$ cat src/common/tsr_cfg.svh
// Register selections, field positions, reset values and timing counts.
// Assumes inclusion by bare name from common/.
`ifndef TSR_CFG_SVH
`define TSR_CFG_SVH
`define TSR_SEL_AMB    2'h0
`define TSR_SEL_CFG    2'h1
`define TSR_SEL_HYST   2'h2
`define TSR_SEL_LIMSET 2'h3
`define TSR_CFG_SHDN   0
`define TSR_CFG_MODE   1
`define TSR_CFG_POL    2
`define TSR_CFG_FQ_LO  3
`define TSR_CFG_RES_LO 5
`define TSR_CFG_OS     7
`define TSR_RST_SEL    2'h0
`define TSR_RST_CFG    8'h00
`define TSR_RST_HYST   16'h4b00
`define TSR_RST_LIMSET 16'h5000
`define TSR_LIM_MASK   16'hff80
`define TSR_AMB_MASK12 16'hfff0
`define TSR_CONV9_MS   30
`define TSR_CLK_KHZ    125000
`define TSR_CONV9_CYC  (`TSR_CONV9_MS * `TSR_CLK_KHZ)
`endif

$ cat src/common/tsr_pkg.sv
// Types shared by the temperature sensor register bank.
// Assumes nothing beyond a SystemVerilog compiler.
package tsr_pkg;
    typedef enum logic [1:0] {TSR_IDLE, TSR_WR, TSR_RD} tsr_phase_e;
    typedef logic [1:0] tsr_sel_t;
endpackage

$ cat src/common/tsr_if.sv
// Carrier between the register core and the conversion sequencer.
// Assumes both ends share one clock and the synchronised reset.
interface tsr_if (
    input wire logic clk,
    input wire logic rst_n
);
    logic [1:0]  res;
    logic        shutdown;
    logic        oneshot;
    logic        oneshot_clr;
    logic        tick;
    logic [15:0] ambient;
    modport conv (input clk, rst_n, res, shutdown, oneshot,
                  output oneshot_clr, tick, ambient);
    modport core (input clk, rst_n, oneshot_clr, tick, ambient,
                  output res, shutdown, oneshot);
endinterface

$ cat src/rtl/tsr_conv.sv
// Conversion sequencer and ambient temperature result register.
// Assumes adc_code is a settled two's complement code, synchronous to clk.
`include "tsr_cfg.svh"
module tsr_conv #(
    parameter int unsigned CONV9_CYC = `TSR_CONV9_CYC,
    parameter int          CODE_W    = 12
) (
    // Core side
    tsr_if.conv                    cv,
    // Converter side
    input  wire logic [CODE_W-1:0] adc_code
);
    import tsr_pkg::*;

    logic [31:0] cnt;
    logic [31:0] next_cnt;
    logic [15:0] amb;
    logic [15:0] next_amb;
    logic        tick;
    logic        next_tick;
    logic        osc;
    logic        next_osc;
    logic        run;
    logic [31:0] limit;
    logic [15:0] mask;

    // Period doubles per extra resolution bit
    assign run   = !cv.shutdown || cv.oneshot;
    assign limit = CONV9_CYC << cv.res;
    assign mask  = 16'(`TSR_AMB_MASK12 << (2'h3 - cv.res));

    always_comb begin
        next_cnt  = cnt;
        next_amb  = amb;
        next_tick = 1'b0;
        next_osc  = 1'b0;
        if (!run) begin
            next_cnt = 32'h0;
        end else if (cnt >= limit - 32'h1) begin
            next_cnt  = 32'h0;
            // Whole word at once, so reads never see a half-updated result
            next_amb  = 16'({adc_code, 4'h0}) & mask;
            next_tick = 1'b1;
            next_osc  = cv.shutdown;
        end else begin
            next_cnt = cnt + 32'h1;
        end
    end

    always_ff @(posedge cv.clk or negedge cv.rst_n) begin
        if (!cv.rst_n) begin
            cnt  <= 32'h0;
            amb  <= 16'h0000;
            tick <= 1'b0;
            osc  <= 1'b0;
        end else begin
            cnt  <= next_cnt;
            amb  <= next_amb;
            tick <= next_tick;
            osc  <= next_osc;
        end
    end

    assign cv.ambient     = amb;
    assign cv.tick        = tick;
    assign cv.oneshot_clr = osc;
endmodule

$ cat src/rtl/tsr_top.sv
// Register bank of a serial temperature sensor with alert comparator.
// Assumes a framer that delivers matched-address frames as byte strobes.
// How it works
// - Eight-bit pointer, two low bits select
// - Selection 0..3: ambient, setup, hysteresis, limit
// - Upper pointer bits not stored, read zero
// - Ambient register is sixteen-bit, read-only
// - Ambient is two's complement, 9-12 bits
// - Ambient layout: sign, integers, fraction, zeros
// - Limit registers writable, low seven bits zero
// - Alert asserts when temperature leaves limits
// - Conversion result loaded in one parallel step
// - One refresh per conversion, 30-240 ms
// - Ambient double-buffered, reads see stable result
// - Pointer retained across later read frames
// - Setup byte: oneshot, resolution, queue, polarity, mode, shutdown
// - Resolution codes select 9-12 bits, default nine
// - Hysteresis keeps only nine top bits
`include "tsr_cfg.svh"
module tsr_top #(
    parameter int unsigned CONV9_CYC = `TSR_CONV9_CYC,
    parameter int          CODE_W    = 12
) (
    // Clock and reset
    input  wire logic              clk,
    input  wire logic              rstn,
    // Byte link from the framer
    input  wire logic              frame_start,
    input  wire logic              frame_write,
    input  wire logic              rx_valid,
    input  wire logic [7:0]        rx_byte,
    input  wire logic              tx_req,
    output logic      [7:0]        tx_byte,
    // Converter
    input  wire logic [CODE_W-1:0] adc_code,
    // Open-drain alert pin
    output logic                   alert_o,
    output logic                   alert_oe
);
    import tsr_pkg::*;

    logic              rst_q1;
    logic              rst_s;
    tsr_phase_e        phase;
    tsr_phase_e        next_phase;
    logic [1:0]        idx;
    logic [1:0]        next_idx;
    tsr_pkg::tsr_sel_t sel;
    tsr_pkg::tsr_sel_t next_sel;
    logic [7:0]        cfg;
    logic [7:0]        next_cfg;
    logic [15:0]       hyst;
    logic [15:0]       next_hyst;
    logic [15:0]       limit_set_reg;
    logic [15:0]       next_limit_set_reg;
    logic [7:0]        msb;
    logic [7:0]        next_msb;
    logic [7:0]        snap;
    logic [7:0]        next_snap;
    logic [7:0]        next_tx;
    logic [2:0]        fcnt;
    logic [2:0]        next_fcnt;
    logic              hi;
    logic              next_hi;
    logic              pend;
    logic              next_pend;
    logic              next_oe;
    logic              act;
    logic              want;
    logic [2:0]        fq_len;
    logic              wr_b;
    logic              rd_b;

    // Two-stage reset release; assertion stays asynchronous
    always_ff @(posedge clk or negedge rstn) begin
        if (!rstn) begin
            rst_q1 <= 1'b0;
            rst_s  <= 1'b0;
        end else begin
            rst_q1 <= 1'b1;
            rst_s  <= rst_q1;
        end
    end

    tsr_if u_if (.clk(clk), .rst_n(rst_s));

    assign u_if.res      = cfg[`TSR_CFG_RES_LO +: 2];
    assign u_if.shutdown = cfg[`TSR_CFG_SHDN];
    assign u_if.oneshot  = cfg[`TSR_CFG_OS];

    tsr_conv #(
        .CONV9_CYC (CONV9_CYC),
        .CODE_W    (CODE_W)
    ) u_conv (
        .cv       (u_if.conv),
        .adc_code (adc_code)
    );

    assign wr_b = rx_valid && phase == TSR_WR;
    assign rd_b = tx_req && phase == TSR_RD;

    // Register access over the byte link
    always_comb begin
        next_phase = phase;
        next_idx   = idx;
        next_sel   = sel;
        next_cfg   = cfg;
        next_hyst  = hyst;
        next_limit_set_reg = limit_set_reg;
        next_msb   = msb;
        next_snap  = snap;
        next_tx    = tx_byte;
        // Hardware clear first, so a same-cycle write of the bit wins
        if (u_if.oneshot_clr) begin
            next_cfg[`TSR_CFG_OS] = 1'b0;
        end
        if (frame_start) begin
            next_phase = frame_write ? TSR_WR : TSR_RD;
            next_idx   = 2'h0;
        end else if (wr_b) begin
            next_idx = (idx == 2'h3) ? idx : idx + 2'h1;
            case (idx)
                2'h0: begin
                    next_sel = rx_byte[1:0];
                end
                2'h1: begin
                    if (sel == `TSR_SEL_CFG) begin
                        next_cfg = rx_byte;
                    end else begin
                        next_msb = rx_byte;
                    end
                end
                2'h2: begin
                    // Ambient ignores writes; limits commit with the second byte
                    if (sel == `TSR_SEL_HYST) begin
                        next_hyst = {msb, rx_byte} & `TSR_LIM_MASK;
                    end else if (sel == `TSR_SEL_LIMSET) begin
                        next_limit_set_reg = {msb, rx_byte} & `TSR_LIM_MASK;
                    end
                end
                default: begin
                end
            endcase
        end else if (rd_b) begin
            next_idx = (idx == 2'h3) ? idx : idx + 2'h1;
            case (sel)
                `TSR_SEL_AMB: begin
                    // Low byte snapshotted with the high byte to keep the pair whole
                    next_tx   = (idx == 2'h0) ? u_if.ambient[15:8] :
                                (idx == 2'h1) ? snap : 8'h00;
                    next_snap = (idx == 2'h0) ? u_if.ambient[7:0] : snap;
                end
                `TSR_SEL_CFG: next_tx = cfg;
                `TSR_SEL_HYST: begin
                    next_tx = (idx == 2'h0) ? hyst[15:8] :
                              (idx == 2'h1) ? hyst[7:0] : 8'h00;
                end
                default: begin
                    next_tx = (idx == 2'h0) ? limit_set_reg[15:8] :
                              (idx == 2'h1) ? limit_set_reg[7:0] : 8'h00;
                end
            endcase
        end
    end

    // Alert: fault queue filters, hi tracks which side was crossed
    always_comb begin
        case (cfg[`TSR_CFG_FQ_LO +: 2])
            2'h0:    fq_len = 3'h1;
            2'h1:    fq_len = 3'h2;
            2'h2:    fq_len = 3'h4;
            default: fq_len = 3'h6;
        endcase
        want = hi ? ($signed(u_if.ambient[15:7]) < $signed(hyst[15:7])) :
                    ($signed(u_if.ambient[15:7]) > $signed(limit_set_reg[15:7]));
        next_fcnt = fcnt;
        next_hi   = hi;
        next_pend = pend;
        // Interrupt pending cleared by any read byte; a new event wins
        if (rd_b) begin
            next_pend = 1'b0;
        end
        if (u_if.tick) begin
            if (!want) begin
                next_fcnt = 3'h0;
            end else if (fcnt + 3'h1 >= fq_len) begin
                next_fcnt = 3'h0;
                next_hi   = !hi;
                next_pend = 1'b1;
            end else begin
                next_fcnt = fcnt + 3'h1;
            end
        end
        act     = cfg[`TSR_CFG_MODE] ? next_pend : next_hi;
        // Pin pulled low when the asserted level is low, else when idle
        next_oe = cfg[`TSR_CFG_POL] ? !act : act;
    end

    always_ff @(posedge clk or negedge rst_s) begin
        if (!rst_s) begin
            phase    <= TSR_IDLE;
            idx      <= 2'h0;
            sel      <= `TSR_RST_SEL;
            cfg      <= `TSR_RST_CFG;
            hyst     <= `TSR_RST_HYST;
            limit_set_reg <= `TSR_RST_LIMSET;
            msb      <= 8'h00;
            snap     <= 8'h00;
            tx_byte  <= 8'h00;
            fcnt     <= 3'h0;
            hi       <= 1'b0;
            pend     <= 1'b0;
            alert_oe <= 1'b0;
            alert_o  <= 1'b0;
        end else begin
            phase    <= next_phase;
            idx      <= next_idx;
            sel      <= next_sel;
            cfg      <= next_cfg;
            hyst     <= next_hyst;
            limit_set_reg <= next_limit_set_reg;
            msb      <= next_msb;
            snap     <= next_snap;
            tx_byte  <= next_tx;
            fcnt     <= next_fcnt;
            hi       <= next_hi;
            pend     <= next_pend;
            alert_oe <= next_oe;
            alert_o  <= 1'b0;
        end
    end
endmodule

$ cat config.mk
export PLATFORM = sky130hd
export DESIGN_NAME = tsr_top
export DESIGN_NICKNAME = d
export VERILOG_FILES = /design/src/common/tsr_pkg.sv /design/src/common/tsr_if.sv /design/src/rtl/tsr_conv.sv /design/src/rtl/tsr_top.sv
export VERILOG_INCLUDE_DIRS = /design/src /design/src/common
export SDC_FILE = /design/constraint.sdc
export NUM_CORES = 1
export LEC_CHECK = 0
export ABC_CLOCK_PERIOD_IN_PS = 6300
export BUFFER_PORTS_ARGS = -buffer_cell sky130_fd_sc_hd__buf_2
export CORE_ASPECT_RATIO = 1.4
export CORE_MARGIN = 5
export CORE_UTILIZATION = 40
export DETAILED_ROUTE_END_ITERATION = 7
export SETUP_SLACK_MARGIN = 0.05
export SKIP_CTS_REPAIR_TIMING = 1
export SYNTH_ARGS = -nofsm -noshare
export SYNTH_HDL_FRONTEND = slang
export SYNTH_SLANG_ARGS = --single-unit
$ cat constraint.sdc
create_clock -name clk -period 6.3 [get_ports clk]
set_clock_uncertainty 0.15 [all_clocks]
set_input_delay 0.63 -clock clk [delete_from_list [all_inputs] [get_ports clk]]
set_output_delay 0.63 -clock clk [all_outputs]
set_load 0.03 [all_outputs]
==> flow_metrics.py <==
metrics = {
    "grt": {
        "grt.overflow.total": 0,
        "grt_usage_pct": 16.2,
        "grt_most_used_layer": "met2",
        "grt_max_degree": 70,
        "grt_pass1_wl_mm": 22.2,
        "grt_util_met2_pct": 28.8,
        "first_global_vias": 4523,
        "met1_usage_pct": 17.4,
        "antenna_found_initial": 0,
        "gr-usage-met3_pct": 2.38,
    },
    "cells_and_area": {
        "drive_above_1_share_pct": 15.9,
        "top_register": "u_conv.cnt",
        "finalNetCount": 720,
        "final_util_pct": 45.5,
        "largest_reg_flops": 32,
        "syn_to_final_growth_pct": 11.3,
        "diodes": 0,
        "layout.cells.non_filler": 826,
    },
    "yosys": {
        "syn_avg_cell_area_sq_um": 10.1,
        "synth_seq_area_share_pct": 44.7,
        "ys_ff_latch": 106,
        "synth_warnings": 0,
        "synth_top_flop_cell": "dfrtp_1",
        "synth_top_area_cell": "dfrtp_1",
        "syn_area_sq_um": 5960,
        "synth_cell_type_count": 49,
        "synthTopCellsByCount": "100 x dfrtp_1, 67 x nor2_1, 62 x ha_1",
        "syn_inst": 590,
        "synth_top_area_share_pct": 42.0,
        "synth_most_common_cell": "dfrtp_1",
        "synth_area_leaders": "dfrtp_1 42%, ha_1 13%, mux2_2 6.2%, nor2_1 4.2%, inv_1 2.9%",
        "synthArstFlopShare_pct": 100,
        "synth_edf_count": 0,
    },
    "sta": {
        "max_slew_margin_pct": 26.6,
        "setup-tns-final_ns": 0,
        "rsz0062_at_grt": "false",
        "report.final.slew_viol_count": 0,
        "fmax_mhz": 289,
        "worst_pin_slew_ns": 1.10,
        "finalCritPeriodShare_pct": 55.0,
        "finalHoldViolations": 0,
        "final.min_clock_period_ns": 3.46,
        "hold-worst-slack_ns": 0.141,
        "setup_violations": 0,
    },
    "flow_run": {
        "maxCapViolCount": 0,
    },
    "routing": {
        "viasPerCell": 5.21,
        "wl_mm": 13.4,
        "ant_nets": 0,
        "route.detailed.drc": 0,
        "wl_per_cell_um": 16.3,
        "drtIter0Drc": 175,
        "dr.pass1.iters": 4,
        "num_vias": 4301,
    },
    "floorplanning": {
        "ios": 36,
        "fp.dieH_um": 154,
        "dieArea_sq_um": 17500,
        "fp.coreArea_sq_um": 14600,
        "start_util_pct": 40.9,
        "fp.dieW_um": 113,
        "rows": 52,
    },
    "critical_path": {
        "cp.arrival_ns": 3.55,
        "crit_type": "reg -> reg",
        "cp_max_fo": 13,
        "cp.required_ns": 6.39,
        "worstReg2RegEnd": "u_conv.cv.ambient[8]",
        "rr_worst_depth": 11,
        "r2r_slack_ns": 2.84,
        "start_kind": "flop",
        "cp-end-kind": "flop",
        "r2r_start": "cfg[6]",
    },
    "clock_network": {
        "numCtsBuffers": 9,
        "clkSinkCount": 106,
        "clock_latency_ns": 0.35,
        "clk_pin_slew_ns": 0.07,
        "cts_tree": "yes",
        "root_buffer": "clkbuf_16",
        "clockBufferDepth": 2,
        "cts_htree_levels": 3,
    },
    "worst_hold_path": {
        "hp-class": "reg -> async",
    },
    "place": {
        "hpwl_mm": 10.2,
        "dp.cells": 809,
        "gp_congestion": 0.911,
        "io_buffers": 34,
    },
    "power": {
        "pwr_density_cell_nw_per_um2": 261,
        "p_leak_uw": 0.00328,
        "report.power.total_uw": 1730,
        "ir_worst_vdd_mv": 0.145,
    },
    "status": {
        "status": "complete, no violations",
    },
}
==> per-stage QoR <==
step           setup WS (ns)  instance area (sq um)
6_report                2.84                   6630
5_1_grt                 2.64                   6630
4_1_cts                 2.85                   6620
3_5_place_dp            2.88                   6350
3_3_place_gp            2.99                   6350
2_1_floorplan           2.99                   5990
==> critical path, stage by stage, from the launching register on <==
cell and delay [ns]:
dfrtp_1 0.58, inv_1 0.23, ha_1 0.38, inv_1 0.06, ha_1 0.29, a21oi_1 0.15, o211ai_1 0.13, o221ai_1 0.19
o2111ai_1 0.16, a211oi_2 0.38, a21o_4 0.28, mux2_2 0.36
==> power breakdown <==
part	leakage, uW	internal [uW]	switching [uW]
registers	0.00136	758	103
logic	0.00179	142	204
clock network	0.000131	280	247
total	0.00328	1180	554
==> cells in the final DEF, fill, tap and decap left out, types with 4 or more instances in the layout <==
cell type / n
nor3_1: 7
buf_2: 34
xnor2_1: 17
xor2_1: 16
a21oi_1: 33
o21ai_0: 30
conb_1: 10
inv_1: 46
mux2_4: 7
a21o_1: 8
dfstp_2: 6
ha_1: 62
clkbuf_1: 4
mux2i_1: 6
nand3_1: 23
and3_1: 7
a22o_1: 5
mux2_2: 33
nand4_1: 12
nand3b_1: 5
nand2_1: 45
dfrtp_1: 99
nor2b_1: 6
a22oi_1: 6
clkbuf_16: 9
nor2_1: 67
==> cell families after synthesis <==
| logic type | share of synthesized area [%] |
|---|---|
| simple gates | 13.6 |
| mux | 9.01 |
| flops | 44.7 |
| other cells | 0.126 |
| buf+inv | 4.10 |
| fa+ha+maj | 13.0 |
| compound gates | 10.7 |
| xor+xnor | 4.85 |
==> metal layers <==
layer,share of wire (%),vias to the layer above
met5,0,-
met4,5.6,0
met3,3.1,36
met2,52,67
met1,40,2079
li1,-,2119
==> how the worst max path moves through the flow <==
stage,startpoint,endpoint
final,cfg[6],u_conv.cv.ambient[8]
after global routing,cfg[6],u_conv.cv.ambient[8]
after CTS,cfg[6],u_conv.cv.ambient[8]
after detailed placement,cfg[6],u_conv.cv.ambient[7]
after global placement,cfg[6],u_conv.cv.ambient[7]
after floorplan,rst_s,alert_oe
==> final cells by class <==
cell class | count | area, sq um
sequential | 106 | 2660
multi-input combinational | 431 | 3090
tap | 189 | 236
fill | 1392 | 7940
inverter | 46 | 173
clock buffer | 14 | 254
timing repair buffer | 38 | 203
clock inverter | 2 | 13.8
(Power assumes the default switching activity.)
